==> config.mk <==
export PLATFORM = sky130hd
export DESIGN_NAME = burst_read_config_register
export DESIGN_NICKNAME = d
export VERILOG_FILES = /design/src/design/burst_read_pkg.sv /design/src/design/burst_read_config_register.sv
export VERILOG_INCLUDE_DIRS = /design/src /design/src/design
export SDC_FILE = /design/constraint.sdc
export NUM_CORES = 1
export LEC_CHECK = 0
export BUFFER_PORTS_ARGS = -buffer_cell sky130_fd_sc_hd__buf_2
export CORE_ASPECT_RATIO = 0.6
export CORE_MARGIN = 1
export CORE_UTILIZATION = 37
export DETAILED_ROUTE_END_ITERATION = 10
export GPL_TIMING_DRIVEN = 1
export HOLD_SLACK_MARGIN = 0.08
export SLEW_MARGIN = 20
export SYNTH_ARGS = -nofsm -noshare
export SYNTH_HDL_FRONTEND = slang
export SYNTH_SLANG_ARGS = --single-unit
==> constraint.sdc <==
create_clock -name ref_clk -period 2.45 [get_ports ref_clk]
set_input_delay 0.245 -clock ref_clk [delete_from_list [all_inputs] [get_ports ref_clk]]
set_output_delay 0.245 -clock ref_clk [all_outputs]
set_load 0.005 [all_outputs]
==> src/design/burst_read_cfg.svh <==
`ifndef BURST_READ_CFG_SVH
`define BURST_READ_CFG_SVH
`define CFG_RESET_VALUE     16'h9CC4
`define CFG_MODE_BIT        15
`define CFG_SLEEP_BIT       14
`define CFG_LAT_MSB         13
`define CFG_LAT_LSB         10
`define CFG_HOLD_BIT        9
`define CFG_WAIT_BIT        8
`define CFG_ORDER_BIT       7
`define CFG_EDGE_BIT        6
`define CFG_RSV_MSB         5
`define CFG_RSV_LSB         3
`define CFG_LEN_MSB         2
`define CFG_LEN_LSB         0
`define CFG_LAT_BASE        4'h2
`define CFG_LEN_8B          3'h1
`define CFG_LEN_16B         3'h2
`define CFG_LEN_32B         3'h3
`define BEATS_8B            4'h2
`define BEATS_16B           4'h4
`define BEATS_32B           4'h8
`endif

==> src/design/burst_read_pkg.sv <==
package burst_read_pkg;
  typedef enum logic [2:0] {
    ST_IDLE    = 3'h1,
    ST_LATENCY = 3'h2,
    ST_DATA    = 3'h4
  } burst_state_e;

  typedef struct packed {
    logic        cmd_read;
    logic        cmd_write;
    logic        cmd_bank;
    logic [15:0] cmd_data;
  } cfg_cmd_s;

  typedef struct packed {
    logic        valid;
    logic        bank;
    logic [31:0] array_data;
  } read_req_s;

  typedef struct packed {
    logic        valid;
    logic [31:0] data;
  } read_resp_s;

  typedef struct packed {
    logic [15:0]  cfg;
    logic [15:0]  cfg_pending;
    logic         pending;
    logic         show_bank;
    logic         show_active;
    burst_state_e state;
    logic [3:0]   count;
    logic [3:0]   beats_left;
    logic         adv_s1;
    logic         adv_s2;
    logic         adv_s3;
    logic         wait_ind;
    logic         burst_data;
    logic         sync_mode;
    logic         sleep_enable;
    read_resp_s   resp;
  } cfg_state_s;
endpackage : burst_read_pkg

==> src/design/burst_read_config_register.sv <==
`include "burst_read_cfg.svh"
module burst_read_config_register (
  input  wire logic                      ref_clk,
  input  wire logic                      reset,
  input  wire burst_read_pkg::cfg_cmd_s  cmd,
  input  wire logic                      algorithm_busy,
  input  wire burst_read_pkg::read_req_s read_req,
  input  wire logic                      address_valid_n,
  output logic                           read_valid,
  output logic [31:0]                    read_data,
  output logic                           wait_indicator,
  output logic                           burst_data_phase,
  output logic                           sync_burst_mode,
  output logic                           sleep_enable,
  output logic [15:0]                    read_access_configuration
);
  import burst_read_pkg::*;

  cfg_state_s state_reg;
  cfg_state_s state_next;

  logic [3:0] lat_total;
  logic [3:0] burst_beats;
  logic       adv_start;
  logic       burst_on;
  logic [15:0] cfg_use;

  // Length code to beat count of 32-bit words
  always_comb begin
    burst_beats = 4'h0;
    unique case (state_reg.cfg[`CFG_LEN_MSB:`CFG_LEN_LSB])
      `CFG_LEN_8B:  burst_beats = `BEATS_8B;
      `CFG_LEN_16B: burst_beats = `BEATS_16B;
      `CFG_LEN_32B: burst_beats = `BEATS_32B;
      default:      burst_beats = 4'h0;
    endcase
  end

  always_comb begin
    state_next = state_reg;
    cfg_use = state_reg.cfg;
    lat_total = state_reg.cfg[`CFG_LAT_MSB:`CFG_LAT_LSB] + `CFG_LAT_BASE;
    state_next.adv_s1 = ~address_valid_n;
    state_next.adv_s2 = state_reg.adv_s1;
    state_next.adv_s3 = state_reg.adv_s2;
    // start on active level or on release edge, whichever first
    adv_start = state_reg.adv_s2 | (state_reg.adv_s3 & ~state_reg.adv_s2);
    // burst only in sync mode with a valid length
    burst_on = ~state_reg.cfg[`CFG_MODE_BIT] && (burst_beats != 4'h0);
    state_next.resp.valid = 1'b0;

    // apply only between read accesses, never as a burst starts
    if (state_reg.pending && state_reg.state == ST_IDLE && !read_req.valid
        && !(adv_start && burst_on)) begin
      state_next.cfg = state_reg.cfg_pending;
      state_next.pending = 1'b0;
      cfg_use = state_reg.cfg_pending;
    end
    // write refused while busy; reached by command only
    // Taken after the apply so a write in the same cycle stays pending
    if (cmd.cmd_write && !algorithm_busy) begin
      state_next.cfg_pending = cmd.cmd_data;
      state_next.pending = 1'b1;
    end
    // read command accepted any time, bank captured
    if (cmd.cmd_read) begin
      state_next.show_bank = cmd.cmd_bank;
      state_next.show_active = 1'b1;
    end
    if (read_req.valid) begin
      state_next.resp.valid = 1'b1;
      // captured bank shows register with upper half zero
      if (state_reg.show_active && read_req.bank == state_reg.show_bank) begin
        state_next.resp.data = {16'h0000, state_reg.cfg};
      end else begin
        state_next.resp.data = read_req.array_data;
      end
    end

    case (state_reg.state)
      ST_IDLE: begin
        state_next.wait_ind = 1'b0;
        state_next.burst_data = 1'b0;
        if (adv_start && burst_on) begin
          state_next.state = ST_LATENCY;
          state_next.count = lat_total - 4'h1;
          state_next.beats_left = burst_beats;
          // wait during latency when bit 8 clear; shortest latency waits at once
          state_next.wait_ind = ~state_reg.cfg[`CFG_WAIT_BIT] | (lat_total <= 4'h2);
        end
      end
      ST_LATENCY: begin
        if (state_reg.count == 4'h1) begin
          state_next.wait_ind = 1'b0;
        end else if (state_reg.count == 4'h2) begin
          // wait stands in the cycle before data in both settings
          state_next.wait_ind = 1'b1;
        end
        if (state_reg.count <= 4'h1) begin
          state_next.state = ST_DATA;
          state_next.burst_data = 1'b1;
          state_next.wait_ind = 1'b0;
        end else begin
          state_next.count = state_reg.count - 4'h1;
        end
      end
      ST_DATA: begin
        // one word per rising clock, linear
        if (state_reg.beats_left <= 4'h1) begin
          state_next.state = ST_IDLE;
          state_next.burst_data = 1'b0;
        end else begin
          state_next.beats_left = state_reg.beats_left - 4'h1;
        end
      end
      default: begin
        state_next.state = ST_IDLE;
      end
    endcase

    state_next.sync_mode = ~cfg_use[`CFG_MODE_BIT];
    state_next.sleep_enable = ~cfg_use[`CFG_SLEEP_BIT];
  end

  always_ff @(posedge ref_clk) begin
    if (reset) begin
      // reset values, burst ended, asynchronous mode
      state_reg <= '{cfg: `CFG_RESET_VALUE, cfg_pending: `CFG_RESET_VALUE,
                     state: ST_IDLE, sleep_enable: 1'b1, default: '0};
    end else begin
      state_reg <= state_next;
    end
  end

  assign read_valid = state_reg.resp.valid;
  assign read_data = state_reg.resp.data;
  assign wait_indicator = state_reg.wait_ind;
  assign burst_data_phase = state_reg.burst_data;
  assign sync_burst_mode = state_reg.sync_mode;
  assign sleep_enable = state_reg.sleep_enable;
  assign read_access_configuration = state_reg.cfg;

  // Assertions
  a_busy_write_dropped : assert property (@(posedge ref_clk) disable iff (reset)
    (cmd.cmd_write && algorithm_busy && !state_reg.pending) |=> !state_reg.pending)
    else $error("write accepted while busy");
  a_busy_cfg_kept : assert property (@(posedge ref_clk) disable iff (reset)
    (cmd.cmd_write && algorithm_busy && !state_reg.pending) |=> $stable(read_access_configuration))
    else $error("config changed by refused write");
  a_upper_half_zero : assert property (@(posedge ref_clk) disable iff (reset)
    (read_req.valid && state_reg.show_active && read_req.bank == state_reg.show_bank
     && !cmd.cmd_read) |=> (read_valid && read_data[31:16] == 16'h0000))
    else $error("register read upper half not zero");
  a_read_answered : assert property (@(posedge ref_clk) disable iff (reset)
    read_req.valid |=> read_valid)
    else $error("read not answered");
  a_other_bank_array : assert property (@(posedge ref_clk) disable iff (reset)
    (read_req.valid && read_req.bank != state_reg.show_bank)
    |=> read_data == $past(read_req.array_data))
    else $error("other bank did not return array data");
  a_bank_captured : assert property (@(posedge ref_clk) disable iff (reset)
    cmd.cmd_read |=> (state_reg.show_active && state_reg.show_bank == $past(cmd.cmd_bank)))
    else $error("bank not captured");
  a_reset_cfg_value : assert property (@(posedge ref_clk)
    reset |=> (read_access_configuration == `CFG_RESET_VALUE && !burst_data_phase))
    else $error("reset value wrong");
  a_reset_ends_burst : assert property (@(posedge ref_clk)
    reset |=> (state_reg.state == ST_IDLE && !wait_indicator && !sync_burst_mode))
    else $error("reset did not end burst");
  a_async_no_burst : assert property (@(posedge ref_clk) disable iff (reset)
    (state_reg.state == ST_IDLE && state_reg.cfg[`CFG_MODE_BIT])
    |=> state_reg.state == ST_IDLE)
    else $error("burst started in async mode");
  a_reserved_len_off : assert property (@(posedge ref_clk) disable iff (reset)
    (state_reg.state == ST_IDLE && (state_reg.cfg[`CFG_LEN_MSB:`CFG_LEN_LSB] == 3'h0
     || state_reg.cfg[`CFG_LEN_MSB]))
    |=> state_reg.state == ST_IDLE)
    else $error("burst started with disabled length");
  a_burst_words_end : assert property (@(posedge ref_clk) disable iff (reset)
    (state_reg.state == ST_DATA && state_reg.beats_left == 4'h1) |=> !burst_data_phase)
    else $error("burst ran past its length");
  a_sleep_follows_bit : assert property (@(posedge ref_clk) disable iff (reset)
    ##1 (state_reg.state == ST_IDLE && !state_reg.pending)
    |-> sleep_enable == ~read_access_configuration[`CFG_SLEEP_BIT])
    else $error("sleep output mismatched");
  a_no_cfg_change_burst : assert property (@(posedge ref_clk) disable iff (reset)
    (state_reg.state != ST_IDLE) |=> $stable(read_access_configuration))
    else $error("config changed during burst");
  a_latency_then_data : assert property (@(posedge ref_clk) disable iff (reset)
    (state_reg.state == ST_IDLE && state_next.state == ST_LATENCY
     && state_reg.cfg[`CFG_LAT_MSB:`CFG_LAT_LSB] == 4'h1)
    |=> !burst_data_phase ##1 !burst_data_phase ##1 burst_data_phase)
    else $error("latency of three not honoured");
  a_wait_in_latency : assert property (@(posedge ref_clk) disable iff (reset)
    (state_reg.state == ST_LATENCY && !state_reg.cfg[`CFG_WAIT_BIT]) |-> wait_indicator)
    else $error("wait missing during latency");
  a_early_wait_single : assert property (@(posedge ref_clk) disable iff (reset)
    (state_reg.state == ST_LATENCY && state_reg.cfg[`CFG_WAIT_BIT] && state_reg.count > 4'h1)
    |-> !wait_indicator)
    else $error("early wait raised too soon");
  a_no_wait_idle : assert property (@(posedge ref_clk) disable iff (reset)
    (state_reg.state == ST_IDLE) |-> !wait_indicator)
    else $error("wait raised while idle");
  a_start_on_valid : assert property (@(posedge ref_clk) disable iff (reset)
    (state_reg.state == ST_IDLE && state_reg.adv_s2 && burst_on)
    |=> state_reg.state == ST_LATENCY)
    else $error("burst not started");
endmodule : burst_read_config_register

==> flow_metrics.env <==
export IMPL_area_growth_pct=15.6
export IMPL_setup_ws_ps=467
export IMPL_worst_setup_hold_path_clk_slew_ps=60
export IMPL_cts_setup_buffers=0
export IMPL_antenna_found_initial=0
export IMPL_final_util_pct=44.3
export IMPL_hp_class="primary input to register"
export IMPL_r2r_end="state_reg[45]$_SDFFE_PP0P_"
export IMPL_ys_warnings_count=0
export IMPL_combPwrFrac_pct=9.1
export IMPL_hold_buffers=1
export IMPL_switchingPower_mw=0.716
export IMPL_routed_top_layer="met4"
export IMPL_rsz0062_at_grt="no"
export IMPL_relSlewSlack_pct=48.4
export IMPL_hold_path_startpoint="cmd[10]"
export IMPL_cts_root_buf="clkbuf_16"
export IMPL_viasPerCell=5.00
export IMPL_synth_top_area_share_pct=42.1
export IMPL_cellPowerDensity_nw_per_um2=678
export IMPL_syn_area_per_cell_um2=8.58
export IMPL_rr_worst_depth=6
export IMPL_die_w_um=138
export IMPL_wl_per_cell_um=14.8
export IMPL_startpoint_type="register"
export IMPL_grt_max_degree=66
export IMPL_ant_nets=0
export IMPL_critPathLaunch="state_reg[44]$_SDFFE_PP0P_"
export IMPL_top_level_ports=110
export IMPL_grt_ovfl_total=0
export IMPL_finalCriticalPeriod_ps=1980
export IMPL_routed_wl_met2_um=3980
export IMPL_ys_types=45
export IMPL_synth_enable_flop_cells=0
export IMPL_cts_sinks=86
export IMPL_synth_area_leaders="dfxtp_1 (42%), buf_4 (8.8%), mux2i_1 (6.9%), nand2_1 (4.9%), a21oi_1 (4.3%)"
export IMPL_p_sw_share_pct=22.4
export IMPL_status="finished clean"
export IMPL_max_vdd_ir_drop_uv=365
export IMPL_die_area_um2=11500
export IMPL_seqPwrFrac_pct=46.6
export IMPL_largest_reg_flops=32
export IMPL_cts_made_buffers=9
export IMPL_synth_seq_area_share_pct=42.1
export IMPL_fin_crit_sh_pct=80.9
export IMPL_grt_usage_pct=18.1
export IMPL_synth_nets=542
export IMPL_routabilityCongestion=0.873
export IMPL_grt_first_pass_wirelength_um=16000
export IMPL_hold_depth=3
export IMPL_drt_met1_wl_um=5000
export IMPL_clock_path_buffers=2
export IMPL_met3_length_um=822
export IMPL_reg2reg_from="state_reg[44]$_SDFFE_PP0P_"
export IMPL_cts_tree="done"
export IMPL_setup_tns_ps=0
export IMPL_leakage_nw=2.16
export IMPL_min_to="state_reg[64]$_SDFFE_PP1P_"
export IMPL_setup_violations=0
export IMPL_syn_inst=476
export IMPL_drt_initial_drc_count=201
export IMPL_pwr_share_clk_pct=44.3
export IMPL_synth_async_sr_flop_share_pct=0
export IMPL_worst_setup_path_end_kind="register"
export IMPL_critical_path_class="register to register"
export IMPL_rows=29
export IMPL_hold_viol_final=0
export IMPL_r2r_setup_slack_ps=470
export IMPL_io_buffers=109
export IMPL_htreeDepth=3
export IMPL_worstMarginPinSlew_ps=764
export IMPL_routed_wl_um=9920
export IMPL_cap_violations=0
export IMPL_drc=0
export IMPL_fp_dieH_um=83.4
export IMPL_synth_seq_cells=86
export IMPL_drt_first_pass_iters=4
export IMPL_critPathMaxFanout=5
export IMPL_required_ps=2710
export IMPL_arrival_ps=2250
export IMPL_clk_insertion_delay_late_ps=330
export IMPL_internal_power_mw=2.49
export IMPL_coreArea_um2=10700
export IMPL_drive_gt1_share_pct=26.1
export IMPL_yosys_most_used_dff="dfxtp_1"
export IMPL_diodes=0
export IMPL_syn_area_um2=4090
export IMPL_skew_ps=5.18
export IMPL_fmax_mhz=504
export IMPL_slew_viol_final=0
export IMPL_dp_slack_ps=524
export IMPL_initial_core_util_pct=38.3
export IMPL_nNetsFinal=591
export IMPL_dp_hpwl_um=7090
export IMPL_grt_pass1_vias=3114
export IMPL_vias=3342
export IMPL_cts_resized=0
export IMPL_yosysTopAreaCell="dfxtp_1"
## cell type report
class                      count  area (µm²)
inverter                      10        37.5
clock inverter                 3        68.8
timing repair buffer         118         641
sequential                    86        1720
fill                        1094        5950
clock buffer                  12         236
tap                          139         174
multi-input combinational    300        1840
## Yosys cell counts (all sizes together) (4+ instances only)
library cell,number
a211oi,11
ha,9
mux2i,28
o211ai,4
or3b,5
a311oi,9
nor3,5
nand2b,23
nor2b,5
dfxtp,86
buf,58
nor2,40
nand3,34
nand2,53
inv,10
o31ai,4
a21oi,35
clkbuf,22
xor2,4
## metal layers
| layer | vias up | global-route usage [%] |
|---|---|---|
| li1 | 1675 | - |
| met1 | 1535 | 26.3 |
| met2 | 121 | 24.6 |
| met3 | 11 | 6.35 |
| met4 | 0 | 5.00 |
| met5 | - | 0 |
## per-stage QoR
step                      power, mW  hold slack [ps]  instance area [µm²]  cells
after floorplan                1.73              317                 4090    476
after global placement         1.81              406                 4410    652
after detailed placement       1.81              405                 4410    652
after CTS                      3.24              115                 4720    668
after global routing           3.34              127                 4720    668
final                          3.20              125                 4720    668
## worst max-delay path by stage
stage                                                            end  slack [ps]  cells after the start
after floorplan           read_access_configuration[11]$_SDFFE_PP1P_         760                      6
after global placement                    state_reg[45]$_SDFFE_PP0P_         650                      6
after detailed placement                  state_reg[45]$_SDFFE_PP0P_         520                      6
after CTS                                 state_reg[45]$_SDFFE_PP0P_         510                      6
after global routing                      state_reg[45]$_SDFFE_PP0P_         360                      6
final                                     state_reg[45]$_SDFFE_PP0P_         470                      6
## critical path: stages (launching register included)
cell and delay (ps):
dfxtp_1 320, inv_1 110, ha_1 200, nor2_1 90, o311ai_0 650, a21o_1 330
mux2i_1 200
## logic make-up (layout without fill, tap and decap cells)
kind of cell               after synthesis  count (layout)  synth area share, %
AOI/OAI and AO/OA                       79              79                 12.8
xor gates and xnor gates                 6               6                 1.29
adders and majority gates                9               9                 2.76
buffers and inverters                   90             143                 13.0
DFF                                     86              86                 42.1
muxes                                   28              28                 6.86
and+or+nand+nor                        178             178                 21.2
## placed cells by master, fill, tap and decap left out, types with 3 or more instances in the layout
cell         n
dfxtp_1     86
buf_2      109
nor3b_1      3
a311oi_1     9
or3b_2       3
nor2b_1      5
nand3_1     34
ha_1         9
xor2_1       4
mux2i_1     28
a21oi_1     35
inv_1       10
a211oi_1    11
o211ai_1     4
clkbuf_1     3
nor3_1       5
o31ai_1      4
o21ai_0      3
nor2_1      40
nand2b_1    23
buf_4        6
clkbuf_16    9
nand2_1     53
## power groups by stage
stage	Sequential, mW	Clock [mW]	Combinational, mW
4_1_cts	1.49	1.46	0.293
3_5_place_dp	1.52	0	0.290
6_report	1.49	1.42	0.290
2_1_floorplan	1.51	0	0.216
5_1_grt	1.50	1.52	0.324
3_3_place_gp	1.52	0	0.286
No activity file was read; power rests on OpenSTA's default activity.
